<file path="config.mk">
export PLATFORM = sky130hd
export DESIGN_NAME = hub_port_disable_config
export DESIGN_NICKNAME = d
export VERILOG_FILES = /design/src/verilog/hub_port_disable_config.v
export VERILOG_INCLUDE_DIRS = /design/src /design/src/verilog
export SDC_FILE = /design/constraint.sdc
export NUM_CORES = 1
export LEC_CHECK = 0
export ABC_CLOCK_PERIOD_IN_PS = 2950
export BUFFER_PORTS_ARGS = -buffer_cell sky130_fd_sc_hd__buf_2
export CORE_ASPECT_RATIO = 0.5
export CORE_MARGIN = 2
export CORE_UTILIZATION = 49
export DETAILED_ROUTE_END_ITERATION = 12
export GPL_TIMING_DRIVEN = 0
export HOLD_SLACK_MARGIN = 0.02
export PLACE_DENSITY = 0.79
export SYNTH_ARGS = -nofsm -noshare
export SYNTH_HDL_FRONTEND = slang
export SYNTH_SLANG_ARGS = --single-unit
</file>
<file path="constraint.sdc">
create_clock -name sys_clk -period 2.95 [get_ports sys_clk]
set_clock_uncertainty 0.1 [all_clocks]
set_input_delay 0.1475 -clock sys_clk [delete_from_list [all_inputs] [get_ports sys_clk]]
set_output_delay 0.1475 -clock sys_clk [all_outputs]
set_load 0.005 [all_outputs]
</file>
<file path="src/verilog/hub_port_disable_consts.vh">
`ifndef HUB_PORT_DISABLE_CONSTS_VH
`define HUB_PORT_DISABLE_CONSTS_VH

// register indices as printed, byte address is four times the index
`define SELF_MASK_INDEX        8'hE8
`define BUS_MASK_INDEX         8'hE9
`define CONTROL_INDEX          8'hF0
`define STATUS_INDEX           8'hF1
`define SELF_MASK_ADDR         12'h03A0
`define BUS_MASK_ADDR          12'h03A4
`define CONTROL_ADDR           12'h03C0
`define STATUS_ADDR            12'h03C4

`define MASK_RESET             8'h00
`define CONTROL_RESET          2'b00

// mask bits that control physical ports 3..1
`define MASK_PORT_HI           3
`define MASK_PORT_LO           1

// control register fields
`define CTRL_STRAP_SELECT_BIT  0
`define CTRL_REMAP_SELECT_BIT  1

// status register fields
`define STAT_HIDDEN_LO         0
`define STAT_COUNT_LO          4
`define STAT_P2L_LO            8
`define STAT_L2P_LO            16
`define STAT_POWER_BIT         24

`define RESP_OKAY              2'b00
`define RESP_DECERR            2'b11

`endif

</file>
<file path="src/verilog/hub_port_disable_config.v">
// Our own choice: the AXI4-Lite interface to the registers.
`timescale 1ns/10ps
`default_nettype none
`include "hub_port_disable_consts.vh"

// Overview of operation
// - an 8-bit register holds the mask of ports removed from service in self-powered operation.
// - a mask bit of one disables its port and a bit of zero leaves it available.
// - a disabled port is flagged hidden so the hub never lets the host enable or enumerate it.
// - any set of ports may be disabled and the reported port count equals the ports left enabled.
// - the remaining active ports are renumbered so the host sees a working port list.
// - mask bits 3, 2 and 1 control physical ports 3, 2 and 1 while bits 7 to 4 and 0 have no effect.
// - the self-powered mask sits at configuration index E8h.
// - a bus-powered mask with the same encoding sits at configuration index E9h.
// - with the internal default option selected the two strap pins choose the disabled ports instead.
// - with remapping off ports are reported in physical order with higher ports shifted down.
module hub_port_disable_config #(
   parameter ADDR_W = 12
) (
   input  wire              sys_clk,
   input  wire              reset_n,
   input  wire [ADDR_W-1:0] s_axi_awaddr,
   input  wire              s_axi_awvalid,
   output reg               s_axi_awready,
   input  wire [31:0]       s_axi_wdata,
   input  wire [3:0]        s_axi_wstrb,
   input  wire              s_axi_wvalid,
   output reg               s_axi_wready,
   output reg  [1:0]        s_axi_bresp,
   output reg               s_axi_bvalid,
   input  wire              s_axi_bready,
   input  wire [ADDR_W-1:0] s_axi_araddr,
   input  wire              s_axi_arvalid,
   output reg               s_axi_arready,
   output reg  [31:0]       s_axi_rdata,
   output reg  [1:0]        s_axi_rresp,
   output reg               s_axi_rvalid,
   input  wire              s_axi_rready,
   input  wire              self_powered,
   input  wire [1:0]        port_off_strap_pins,
   output reg  [2:0]        port_hidden,
   output reg  [1:0]        enabled_port_count,
   output reg  [5:0]        phys_to_logical,
   output reg  [5:0]        logical_to_phys,
   output reg               port_remap_select
);

   reg  [7:0]        self_power_port_off_mask;
   reg  [7:0]        bus_power_port_off_mask;
   reg               strap_select;
   reg  [1:0]        strap_latch;
   reg               strap_taken;
   reg  [ADDR_W-1:0] wr_addr;
   reg  [7:0]        wr_data;
   reg               wr_lane0;
   reg  [7:0]        power_mask;
   reg  [2:0]        next_hidden;
   reg  [1:0]        next_count;
   reg  [5:0]        next_p2l;
   reg  [5:0]        next_l2p;
   reg  [31:0]       read_word;
   reg  [1:0]        read_resp;
   integer           i;
   integer           n;

   wire aw_fire = s_axi_awvalid & s_axi_awready;
   wire w_fire  = s_axi_wvalid & s_axi_wready;
   wire do_write = ~s_axi_awready & ~s_axi_wready & ~s_axi_bvalid;
   wire [31:0] status_word = {7'd0, self_powered, 2'd0, logical_to_phys, 2'd0, phys_to_logical,
                              2'd0, enabled_port_count, 1'b0, port_hidden};

   // straps are caught once, on the first edge after reset release
   always @(posedge sys_clk or negedge reset_n) begin
      if (!reset_n) begin
         strap_latch <= 2'b00;
         strap_taken <= 1'b0;
      end else if (!strap_taken) begin
         strap_latch <= port_off_strap_pins;
         strap_taken <= 1'b1;
      end
   end

   // effective disable set and port numbering
   always @* begin
      power_mask = self_powered ? self_power_port_off_mask : bus_power_port_off_mask;
      if (strap_select)
         next_hidden = {strap_latch, 1'b0};
      else
         next_hidden = power_mask[`MASK_PORT_HI:`MASK_PORT_LO];
      next_p2l = 6'd0;
      next_l2p = 6'd0;
      n = 0;
      for (i = 1; i <= 3; i = i + 1) begin
         if (!next_hidden[i-1]) begin
            n = n + 1;
            next_p2l[2*(i-1) +: 2] = n[1:0];
            next_l2p[2*(n-1) +: 2] = i[1:0];
         end
      end
      next_count = n[1:0];
   end

   always @(posedge sys_clk or negedge reset_n) begin
      if (!reset_n) begin
         port_hidden        <= 3'b000;
         enabled_port_count <= 2'd0;
         phys_to_logical    <= 6'd0;
         logical_to_phys    <= 6'd0;
      end else begin
         port_hidden        <= next_hidden;
         enabled_port_count <= next_count;
         phys_to_logical    <= next_p2l;
         logical_to_phys    <= next_l2p;
      end
   end

   // write channel: address and data taken in either order, response after both
   always @(posedge sys_clk or negedge reset_n) begin
      if (!reset_n) begin
         s_axi_awready            <= 1'b1;
         s_axi_wready             <= 1'b1;
         s_axi_bvalid             <= 1'b0;
         s_axi_bresp              <= `RESP_OKAY;
         wr_addr                  <= {ADDR_W{1'b0}};
         wr_data                  <= 8'h00;
         wr_lane0                 <= 1'b0;
         self_power_port_off_mask <= `MASK_RESET;
         bus_power_port_off_mask  <= `MASK_RESET;
         strap_select             <= 1'b0;
         port_remap_select        <= 1'b0;
      end else begin
         if (aw_fire) begin
            wr_addr       <= s_axi_awaddr;
            s_axi_awready <= 1'b0;
         end
         if (w_fire) begin
            wr_data      <= s_axi_wdata[7:0];
            wr_lane0     <= s_axi_wstrb[0];
            s_axi_wready <= 1'b0;
         end
         if (do_write) begin
            s_axi_bvalid <= 1'b1;
            s_axi_bresp  <= `RESP_OKAY;
            if (wr_addr == `SELF_MASK_ADDR) begin
               if (wr_lane0)
                  self_power_port_off_mask <= wr_data;
            end else if (wr_addr == `BUS_MASK_ADDR) begin
               if (wr_lane0)
                  bus_power_port_off_mask <= wr_data;
            end else if (wr_addr == `CONTROL_ADDR) begin
               if (wr_lane0) begin
                  strap_select      <= wr_data[`CTRL_STRAP_SELECT_BIT];
                  port_remap_select <= wr_data[`CTRL_REMAP_SELECT_BIT];
               end
            end else if (wr_addr == `STATUS_ADDR) begin
               s_axi_bresp <= `RESP_OKAY;
            end else begin
               s_axi_bresp <= `RESP_DECERR;
            end
         end
         if (s_axi_bvalid && s_axi_bready) begin
            s_axi_bvalid  <= 1'b0;
            s_axi_awready <= 1'b1;
            s_axi_wready  <= 1'b1;
         end
      end
   end

   // read decode
   always @* begin
      read_resp = `RESP_OKAY;
      if (s_axi_araddr == `SELF_MASK_ADDR)
         read_word = {24'd0, self_power_port_off_mask};
      else if (s_axi_araddr == `BUS_MASK_ADDR)
         read_word = {24'd0, bus_power_port_off_mask};
      else if (s_axi_araddr == `CONTROL_ADDR)
         read_word = {30'd0, port_remap_select, strap_select};
      else if (s_axi_araddr == `STATUS_ADDR)
         read_word = status_word;
      else begin
         read_word = 32'h0000_0000;
         read_resp = `RESP_DECERR;
      end
   end

   always @(posedge sys_clk or negedge reset_n) begin
      if (!reset_n) begin
         s_axi_arready <= 1'b1;
         s_axi_rvalid  <= 1'b0;
         s_axi_rdata   <= 32'h0000_0000;
         s_axi_rresp   <= `RESP_OKAY;
      end else if (s_axi_arvalid && s_axi_arready) begin
         s_axi_arready <= 1'b0;
         s_axi_rvalid  <= 1'b1;
         s_axi_rdata   <= read_word;
         s_axi_rresp   <= read_resp;
      end else if (s_axi_rvalid && s_axi_rready) begin
         s_axi_rvalid  <= 1'b0;
         s_axi_arready <= 1'b1;
      end
   end

endmodule
`default_nettype wire

</file>
* After elaboration in Yosys (flattened, before gate mapping)
Cells that the tools add are included.
** Operators by class
- Add/sub/neg operators :: 6
- Equality and inequality tests :: 8
- Shift-type cells :: 4
- Mux-type cells :: 34
- Bitwise gates (word level) :: 9
- Reduce and logical (&&, ||, !) cells :: 10
** Operator list (number)
- $mux 25 :: 4
- $eq 12x10->1 const B :: 8
- $neg 32->33 :: 2
- $shift 2x33->6 const A :: 2
- $shiftx 2x33->6 const A :: 2
- $sub 31x2->31 const B :: 2
- $add 31x2->31 const B :: 1
- $mux 2 :: 12
- $bwmux 6 :: 2
- $mux 1 :: 12
- $mux 6 :: 2
- $reduce_bool 2->1 :: 4
- $not 1->1 :: 5
- $reduce_and 5->1 :: 1
- $and 1x1->1 :: 4
- $mux 4 :: 1
- $reduce_and 4->1 :: 1
- $logic_and 1x1->1 :: 3
- $mux 3 :: 1
- $reduce_and 3->1 :: 1
- $add 1x1->2 const B :: 1
** Word-level totals
- Register bits after elaboration :: 100
- Input port bits :: 70
- Output and inout bits :: 59
- Word-level logic and storage cells :: 92

* Longest topological paths before layout
Gate-level depths: netlist of the first run.
- Word-level depth :: 11
- Depth in mapped cells :: 7
- Gate-level depth less buffers :: 7

* Worst setup path after synthesis of the first run
OpenSTA, ideal clock, no wires.
- Path kind :: flip-flop to flip-flop
- Start :: register wr_addr[1]
- End :: register self_power_port_off_mask[0]
- Library setup time :: 0.125 ns
- Arrival time :: 1.955 ns
- Data required time :: 2.725 ns
- Slack :: 0.770 ns
- Cell stages (with the launch flop) :: 6
- Path buffers :: 1
- Clock period less this slack :: 2.180 ns
- Cell sequence :: dfrtp_1 > or3_1 > or4_4 > or3_1 > buf_6 > mux2_4
** On the way
- Longest elaborated chain between the ends :: 2
** Ends and longest elaborated chain
- start, declared :: RTL line hub_port_disable_config.v:53 : reg [ADDR_W-1:0] wr_addr;
- start signal, assigned :: RTL line hub_port_disable_config.v:124 : wr_addr <= {ADDR_W{1'b0}};
- start signal, assigned :: RTL line hub_port_disable_config.v:133 : wr_addr <= s_axi_awaddr;
- $eq 12x10->1 (no line)
- $reduce_and 3->1 (no line)
- end signal, assigned :: RTL line hub_port_disable_config.v:127 : self_power_port_off_mask <= `MASK_RESET;
- end signal, assigned :: RTL line hub_port_disable_config.v:146 : self_power_port_off_mask <= wr_data;
- end, declared :: RTL line hub_port_disable_config.v:48 : reg [7:0] self_power_port_off_mask;
No other way between the ends.
A chain may end at the register's enable or synchronous reset.

* Worst setup path in the final report of the first run
- Start :: register wr_addr[1]
- End :: register self_power_port_off_mask[3]
Same word-level chain as after synthesis.

==> key figures, run 1 <==
Status
  • Status: finished, final reports clean

GRT
  • Global-route track usage on met3: 0.0578
  • Most Crowded Layer GR: met2
  • First-pass GRT wire length: around 13,000 um
  • Met1 GRT Util: 0.244
  • Pin count of the biggest net entering global routing: between 70 and 80
  • Vias in the first global route: roughly 2,700
  • GR Overflow Total: 0
  • Met2 Track Usage GR: 0.359
  • Initial antenna violation count: 0
  • Gr usage total: 0.204

Synthesis
  • Cells after Synth: a little under 300
  • Share of the synthesized area in the top cell type: 0.559
  • Syn avg cell area: roughly 12 um^2
  • Unique cell type count in the Yosys netlist: 38
  • Commonest cells post-synth: dfrtp_1 (80), nand2_1 (37), mux2_2 (33), o21ai_0 (19), buf_4 (17)
  • Dominant cell type by area after synthesis: dfrtp_1
  • Synth top area cells: dfrtp_1 (56%), mux2_2 (10%), nand2_1 (3.9%)
  • Asr flop ratio synth: 1.00
  • Count of flip-flops with a built-in enable after synthesis: 0
  • Synth warn: 0
  • Cell Area, Synth: ~3600 um^2
  • Post-synth top flop: dfrtp_1
  • Top-count cell post-synth: dfrtp_1
  • Post-synthesis sequential area ratio: 0.581
  • FF+latch count, synth: 83

Clock tree
  • TritonCTS buffer count: 9
  • Worst skew pair latency: approximately 340 ps
  • CTS resizes: 0
  • H-tree Lvls: 3
  • Sink Count: 83
  • CTS tree: yes
  • Max Buffers Root-to-Sink: 2
  • Reg clk slew, reported paths: around 60 ps
  • Post CTS Setup Buffer Count: 0
  • Root Driver: clkbuf_16
  • Cts hold-fix bufs: 32

Die
  • Die H: between 60 and 70 um
  • IO Count: around 130
  • # rows: 21
  • Effective utilization at floorplan: 0.520
  • Die Wd: approximately 120 um
  • Placeable Area: slightly below 7000 um^2
  • Die ar.: 8050 um^2

Placed design
  • Routability cong.: 0.830
  • Pre-CTS WS: just under 700 ps
  • Final HPWL DP: roughly 5600 um
  • IO Port Bufs: 88

Critical path
  • Setup crit end kind: flop
  • Critical Path Start Type: flop
  • Crit-path max cell delay: around 470 ps
  • Crit-path slowest cell: or4_4
  • Crit path cell chain: or3_1 > or4_4 > or3_1 > buf_6 > mux2_4
  • WP depth: 5
  • Crit path top cell by count: or3_1
  • Crit path buffers/inverters: 1
  • Critical Path Fanout Max: 8
  • WP data required: a little over 3000 ps
  • FF-to-FF path depth: 5
  • Arrival time at the worst endpoint: 2410 ps
  • Crit path max-delay family: simple AND/OR/NAND/NOR gates
  • Crit path kind: reg -> reg

Route
  • DR pass1 iterations: 4
  • Drt initial violations: between 100 and 150
  • Vias: around 2,600
  • Final Routed Wirelength: ~7600 um
  • Remaining DRCs: 0
  • Wire per inst: between 10 and 15 um
  • Vias/cell: approximately 5.0
  • ANT nets after route: 0

Finish
  • Number of fill cells: roughly 500
  • Share of layout cells above drive strength 1: 0.386
  • Nets: slightly above 500
  • ANT cells: 0
  • Area Overhead vs Synth: 36.0%

Timing
  • Crit path time final: 2290 ps
  • Unrepaired setup endpoints after global routing: false
  • Post-route setup slack: roughly 660 ps
  • Endpoints failing hold: 0
  • Maximum clock frequency: around 440 MHz
  • Final setup viols: 0
  • Slew HR: 0.622
  • Setup TNS: 0 ps
  • Worst slew pin tran: about 560 ps
  • Max Slew Vio Count: 0
  • Final worst-path cycle share: 0.777

Worst hold path
  • Hold Path Stages: 3
  • Hold Crit Class: in -> reg

Power
  • Leakage: 2.41 nW
  • Max rail drop VDD: roughly 0.56 mV
  • PwrDens: about 660 nW/um^2

Flow run
  • Maxcap violations: 0
## through the flow
stage | power (mW) | cells | hold WS [ps] | utilization | instance area (um^2)
after floorplan | 1.76 | 303 | -248 | - | 3620
final | 3.21 | 532 | 36.0 | 0.707 | 4870
after global placement | 1.90 | 483 | 208 | 0.607 | 4180
after CTS | 3.24 | 532 | 20.6 | 0.707 | 4870
after global routing | 3.36 | 532 | 55.0 | 0.707 | 4870
after detailed placement | 1.95 | 484 | -98.4 | 0.612 | 4210
## where the power goes
part	leakage, nW	internal (mW)	total (mW)	switching, mW
combinational	1.20	0.297	0.497	0.200
sequential	1.04	1.33	1.48	0.147
clock	0.166	0.813	1.23	0.418
## cells by family after synthesis
| family | Yosys count | share of synthesized area |
|---|---|---|
| XOR/XNOR | 1 | 0.00245 |
| AO/OA/AOI/OAI | 46 | 0.0832 |
| flip-flops | 83 | 0.581 |
| AND/OR/NAND/NOR | 67 | 0.0933 |
| buffers and inverters | 38 | 0.0598 |
| adder cells (fa/ha/maj) | 6 | 0.0210 |
| other | 2 | 0.00210 |
| multiplexers | 48 | 0.157 |
## area by class of cell
cell class	count	area (um^2)	area share
well taps	92	115	0.0236
clock buffers	13	270	0.0555
plain buffers	28	176	0.0362
inverters	10	37.5	0.00771
repair buffers	121	791	0.162
clock inverters	3	68.8	0.0141
flip-flops and latches	83	2080	0.427
multi-input cells	182	1330	0.273
## worst reg2reg max path: cells and delay by family (launching register included)
family / cells / cell delay [ps]
simple gates: 3 / 1230
buf+inv: 1 / 170
flops: 1 / 370
mux: 1 / 300
## layout by cell type (no fill, tap or decap), types with 2 or more instances in the layout
cell and count:
inv_1 10, o21a_1 4, dlygate4sd3_1 32, nor3_1 4, a22o_1 4, ha_1 6, clkbuf_16 9, o21ai_0 19
and2_1 2, mux2_2 33, a21o_1 4, mux2i_1 7, or3_1 2, dfrtp_1 80, o31ai_1 3, a32oi_1 2
conb_1 14, buf_2 87, nor2_1 7, clkbuf_1 10, nand2_1 37, a22oi_1 3, buf_4 18, bufinv_16 2
clkbuf_8 3, nand4b_1 4, dfstp_2 3, a21oi_1 4, nor2b_1 3, o211ai_1 2, mux2_4 8
## path summary, 6_finish.rpt
path | startpoint | to | slack, ps
min in group asynchronous | reset_n | wr_lane0 | 100
min | self_powered | s_axi_rdata[24] | 40
max | wr_addr[1] | self_power_port_off_mask[3] | 660
max in group asynchronous | reset_n | s_axi_arready | 2040
min reg2reg | s_axi_rdata[11] | s_axi_rdata[11] | 380
max reg2reg | wr_addr[1] | self_power_port_off_mask[3] | 660
## per-layer routing
metal  part of all wire  wire (um)  up-vias
met5                  0          0        -
met4              0.013        100        0
li1                   -          -     1267
met2               0.50       3810       79
met1               0.43       3300     1291
met3              0.054        412        9
## flip-flops by register name, indices dropped and copies added, names as in the netlist, 2 cells and up
signal / count
bus_power_port_off_mask: 8
enabled_port_count: 2
logical_to_phys: 4
phys_to_logical: 5
port_hidden: 3
s_axi_rdata: 20
self_power_port_off_mask: 8
strap_latch: 2
wr_addr: 12
wr_data: 8
(Power assumes the default switching activity.)
==> run 2: changes to the inputs <==
- ABC_CLOCK_PERIOD_IN_PS: 2950 -> 2050
- CORE_UTILIZATION: 49 -> 45
- PLACE_DENSITY: 0.79 -> 0.76
- clock period: 2.95 -> 2.05 ns (I/O delays scaled with it)
==> key figures, run 2 (synthesis gave the netlist of run 1 again) <==
Status
  • Status: finished with violations
  • Failing checks: setup timing

Critical path
  • RR Endpoint: self_power_port_off_mask[5]
  • R2r startpoint: wr_addr[1]
  • R2R Setup Slk: -170 ps
  • Critical Path Start Type: flop
  • FF-to-FF path depth: 4
  • Crit path cell chain: or3_1 > or4_4 > or3_4 > mux2_4
  • Setup crit end kind: flop
  • Crit path kind: reg -> reg
  • Crit-path slowest cell: or3_4
  • Worst setup startpoint: wr_addr[1]
  • Crit-path max cell delay: between 400 and 500 ps
  • WP depth: 4
  • Critical Path Fanout Max: 8
  • WP data required: between 2000 and 2500 ps
  • Arrival time at the worst endpoint: 2340 ps
  • Crit path max-delay family: simple AND/OR/NAND/NOR gates
  • Crit path buffers/inverters: 0

Die
  • Placeable Area: 7510 um^2
  • Die Wd: around 130 um
  • Die ar.: between 8000 and 9000 um^2
  • # rows: 22
  • Effective utilization at floorplan: 0.476
  • Die H: about 67 um
  • IO Count: about 130

Placed design
  • Routability cong.: slightly above 0.8
  • Final HPWL DP: between 5000 and 6000 um
  • Pre-CTS WS: -286 ps
  • Area post-placement: 4250 um^2
  • IO Port Bufs: 88

Timing
  • Endpoints failing hold: 0
  • Hold_ws: between 40 and 50 ps
  • Unrepaired setup endpoints after global routing: true
  • Slew HR: 0.636
  • Crit path time final: 2220 ps
  • Max Slew Vio Count: 0
  • Worst slew pin tran: 546 ps
  • Final setup viols: 18
  • Final worst-path cycle share: 1.08
  • Post-route setup slack: -173 ps
  • Maximum clock frequency: between 400 and 500 MHz

Route
  • Vias/cell: 4.79
  • Vias: around 2,600
  • DR pass1 iterations: 4
  • Met2 wire length: approximately 3700 um
  • Remaining DRCs: 0
  • Wl on met1: around 3500 um
  • Top sig layer: met4
  • Wire per inst: ~14 um
  • ANT nets after route: 0
  • Final Routed Wirelength: ~7600 um
  • DR WL met3: roughly 410 um
  • Drt initial violations: about 130

Clock tree
  • CTS tree: yes
  • TritonCTS buffer count: 9
  • Reg clk slew, reported paths: 60 ps
  • Max Buffers Root-to-Sink: 2
  • Worst skew pair latency: 330 ps
  • H-tree Lvls: 3
  • Sink Count: slightly above 80
  • Root Driver: clkbuf_16

Power
  • Leakage: roughly 2.4 nW
  • Max rail drop VDD: 0.813 mV
  • PwrDens: roughly 900 nW/um^2

Finish
  • Area Overhead vs Synth: 37.5%
  • Design Area, Final: roughly 4900 um^2
  • Max reg flops: 20
  • ANT cells: 0
  • Most flop-heavy register: s_axi_rdata
  • Largest regs: s_axi_rdata (20), wr_addr (12)
  • Nets: 513
  • Share of layout cells above drive strength 1: 0.391
  • Commonest non-fill, non-tap cell in the layout: buf_2
  • Commonest non-fill, non-tap cells in the layout: buf_2 (87), dfrtp_1 (80), nand2_1 (37), dlygate4sd3_1 (33), mux2_2 (25)

Worst hold path
  • Hold Crit Class: in -> async

GRT
  • First-pass GRT wire length: 12,200 um
  • Vias in the first global route: 2,467
  • GR Overflow Total: 0
  • Initial antenna violation count: 0
  • Pin count of the biggest net entering global routing: between 70 and 80
  • Gr usage total: 0.190

Flow run
  • Maxcap violations: 0
## run 2: final cells by class
| cell class | count | area [um^2] |
|---|---|---|
| fillers | 586 | 2590 |
| flip-flops and latches | 83 | 2080 |
| multi-input cells | 182 | 1370 |
| repair buffers | 124 | 832 |
| clock buffers | 12 | 256 |
| plain buffers | 27 | 165 |
| well taps | 108 | 135 |
| clock inverters | 4 | 48.8 |
| inverters | 10 | 37.5 |
## run 2: worst reg2reg max path, delay by kind of cell, from the launching register on
kind | cells | cell delay, ps
AND/OR/NAND/NOR | 3 | 1320
flip-flops | 1 | 370
multiplexers | 1 | 330
## run 2: where the power goes
group	leakage, nW	internal [mW]	switching [mW]	total (mW)
combinational	1.22	0.432	0.278	0.710
sequential	1.04	1.92	0.211	2.13
clock	0.153	1.01	0.620	1.63
## run 2: worst max path at each step
stage / end / slack [ps]
floorplan: self_power_port_off_mask[0] / -130
global placement: bus_power_port_off_mask[6] / -290
detailed placement: bus_power_port_off_mask[7] / -290
CTS: self_power_port_off_mask[5] / -200
global route: bus_power_port_off_mask[7] / -210
finish: self_power_port_off_mask[5] / -170
## run 2: metal layers
layer  up-vias  global-route usage
met3         9              0.0554
met1      1281               0.243
met2        70               0.310
met5         -                   0
met4         0              0.0685
li1       1272                   -
## run 2: metrics by stage
stage               setup TNS [ps]  power [mW]  utilization  instances
finish                       -2730        4.47        0.655        550
global route                 -3570        4.70        0.655        550
CTS                          -3030        4.50        0.654        551
detailed placement           -3730        2.79        0.566        500
global placement             -3930        2.74        0.562        499
floorplan                    -1730        2.53            -        303
## run 2: what timing repair did
item                       CTS  global route
pin swaps                    1             0
hold endpoints to repair   111             0
hold buffers                33             0
resized for setup            0             5
setup endpoints to repair   18            19
buffers inserted             2             0
gates cloned                 0             0
==> run 3: changes to the inputs <==
--- a/config.mk
+++ b/config.mk
@@ -11,3 +11,2 @@
 export CORE_ASPECT_RATIO = 0.5
-export CORE_MARGIN = 2
 export CORE_UTILIZATION = 45
--- a/constraint.sdc
+++ b/constraint.sdc
@@ -4,2 +4,2 @@
 set_output_delay 0.1025 -clock sys_clk [all_outputs]
-set_load 0.005 [all_outputs]
+set_load 0.01 [all_outputs]
==> key figures, run 3 (synthesis gave the netlist of run 1 again) <==
Status
  • Status: finished with violations
  • Failing checks: setup timing

Timing
  • Max Slew Vio Count: 0
  • Final setup viols: 18
  • Worst slew pin tran: approximately 570 ps
  • Final worst-path cycle share: 1.09
  • Maximum clock frequency: 446 MHz
  • Post-route setup slack: -194 ps
  • Unrepaired setup endpoints after global routing: true
  • Setup TNS: -3110 ps
  • Slew HR: 0.622
  • Endpoints failing hold: 0
  • Crit path time final: ~2200 ps

Finish
  • Area Overhead vs Synth: 37.9%
  • Share of layout cells above drive strength 1: 0.388
  • Most flop-heavy register: s_axi_rdata
  • Largest regs: s_axi_rdata (20), wr_addr (12)
  • Max reg flops: 20
  • Commonest non-fill, non-tap cell in the layout: buf_2
  • Final Core Density: 0.657
  • Design Area, Final: slightly below 5000 um^2
  • ANT cells: 0
  • Nets: just over 500
  • Commonest non-fill, non-tap cells in the layout: buf_2 (87), dfrtp_1 (80), nand2_1 (37), dlygate4sd3_1 (33), mux2_2 (23)
  • Non-filler cells, final: about 550

Placed design
  • IO Port Bufs: 88
  • Area post-placement: approximately 4300 um^2
  • Routability cong.: between 0.8 and 0.9
  • Final HPWL DP: around 5200 um
  • Dpl cells: 500

Die
  • # rows: 22
  • Die Wd: between 100 and 150 um
  • Placeable Area: 7510 um^2
  • Die ar.: approximately 8300 um^2
  • Effective utilization at floorplan: 0.476
  • IO Count: about 130
  • Die H: around 65 um

Clock tree
  • Max Buffers Root-to-Sink: 2
  • TritonCTS buffer count: 9
  • Worst skew pair latency: between 300 and 400 ps
  • Sink Count: a little over 80
  • H-tree Lvls: 3
  • Root Driver: clkbuf_16
  • CTS tree: yes
  • Reg clk slew, reported paths: about 50 ps

Route
  • Final Routed Wirelength: roughly 7600 um
  • DR pass1 iterations: 4
  • ANT nets after route: 0
  • Top sig layer: met4
  • Met2 wire length: between 3000 and 4000 um
  • Remaining DRCs: 0
  • Vias: approximately 2,600
  • Drt initial violations: approximately 110
  • Wl on met1: approximately 3500 um
  • Vias/cell: ~4.7
  • Wire per inst: 13.8 um
  • DR WL met3: ~360 um

Critical path
  • FF-to-FF path depth: 6
  • Crit path kind: reg -> reg
  • Critical Path Fanout Max: 8
  • RR Endpoint: bus_power_port_off_mask[2]
  • Critical Path Start Type: flop
  • R2r startpoint: wr_addr[1]
  • Arrival time at the worst endpoint: 2360 ps
  • R2R Setup Slk: -190 ps
  • Setup crit end kind: flop
  • WP data required: between 2000 and 2500 ps

GRT
  • Gr usage total: 0.200
  • First-pass GRT wire length: about 12,000 um
  • Vias in the first global route: roughly 2,500
  • Pin count of the biggest net entering global routing: 74
  • Initial antenna violation count: 0
  • GR Overflow Total: 0

Flow run
  • Maxcap violations: 0

Worst hold path
  • Hold Crit Class: in -> async

Power
  • Max rail drop VDD: approximately 0.67 mV
  • Final Power: about 4.5 mW
  • PwrDens: ~900 nW/um^2
  • Leakage: roughly 2.4 nW
==> run 3: area by class of cell <==
| class | instances | area, um^2 |
|---|---|---|
| clock buffers | 14 | 254 |
| well taps | 108 | 135 |
| repair buffers | 125 | 840 |
| plain buffers | 27 | 165 |
| flip-flops and latches | 83 | 2080 |
| multi-input cells | 182 | 1390 |
| fillers | 592 | 2580 |
| clock inverters | 2 | 35.0 |
| inverters | 10 | 37.5 |
==> run 3: metal layers <==
| layer | GRT usage | vias to the layer above |
|---|---|---|
| li1 | - | 1270 |
| met1 | 0.254 | 1239 |
| met2 | 0.320 | 69 |
| met3 | 0.0677 | 14 |
| met4 | 0.0735 | 0 |
| met5 | 0 | - |
==> run 3: how the worst max path moves through the flow <==
stage | startpoint | to | slack [ps] | depth (start not counted)
2_1_floorplan | wr_addr[1] | self_power_port_off_mask[0] | -130 | 5
3_3_place_gp | wr_addr[1] | bus_power_port_off_mask[6] | -300 | 4
3_5_place_dp | wr_addr[1] | bus_power_port_off_mask[7] | -260 | 4
4_1_cts | wr_addr[1] | bus_power_port_off_mask[7] | -190 | 6
5_1_grt | wr_addr[1] | bus_power_port_off_mask[5] | -260 | 6
6_report | wr_addr[1] | bus_power_port_off_mask[2] | -190 | 6
==> run 3: report_power, final <==
part,leakage (nW),switching [mW],internal [mW],total [mW]
logic,1.24,0.309,0.442,0.751
clock network,0.141,0.588,0.976,1.56
registers,1.04,0.220,1.92,2.14
==> run 3: stage by stage <==
| stage | worst slack [ps] | hold WS, ps |
|---|---|---|
| floorplan | -130 | -293 |
| global placement | -304 | 164 |
| detailed placement | -262 | -146 |
| CTS | -193 | 42.0 |
| global route | -258 | 46.9 |
| finish | -194 | 47.0 |
==> run 3: timing repair <==
item / CTS / global route
endpoints found under the setup margin: 18 / 18
pin swaps: 1 / 1
gates resized for setup: 0 / 9
setup buffers: 2 / 1
hold buffers: 33 / 0
endpoints found under the hold margin: 111 / 0
==> run 3: worst max-delay path: stages, from the launching register on <==
cell and delay, ps:
dfrtp_1 390, or3_4 390, or4_4 440, buf_6 140, nor3_4 210, buf_12 160, mux2_4 300
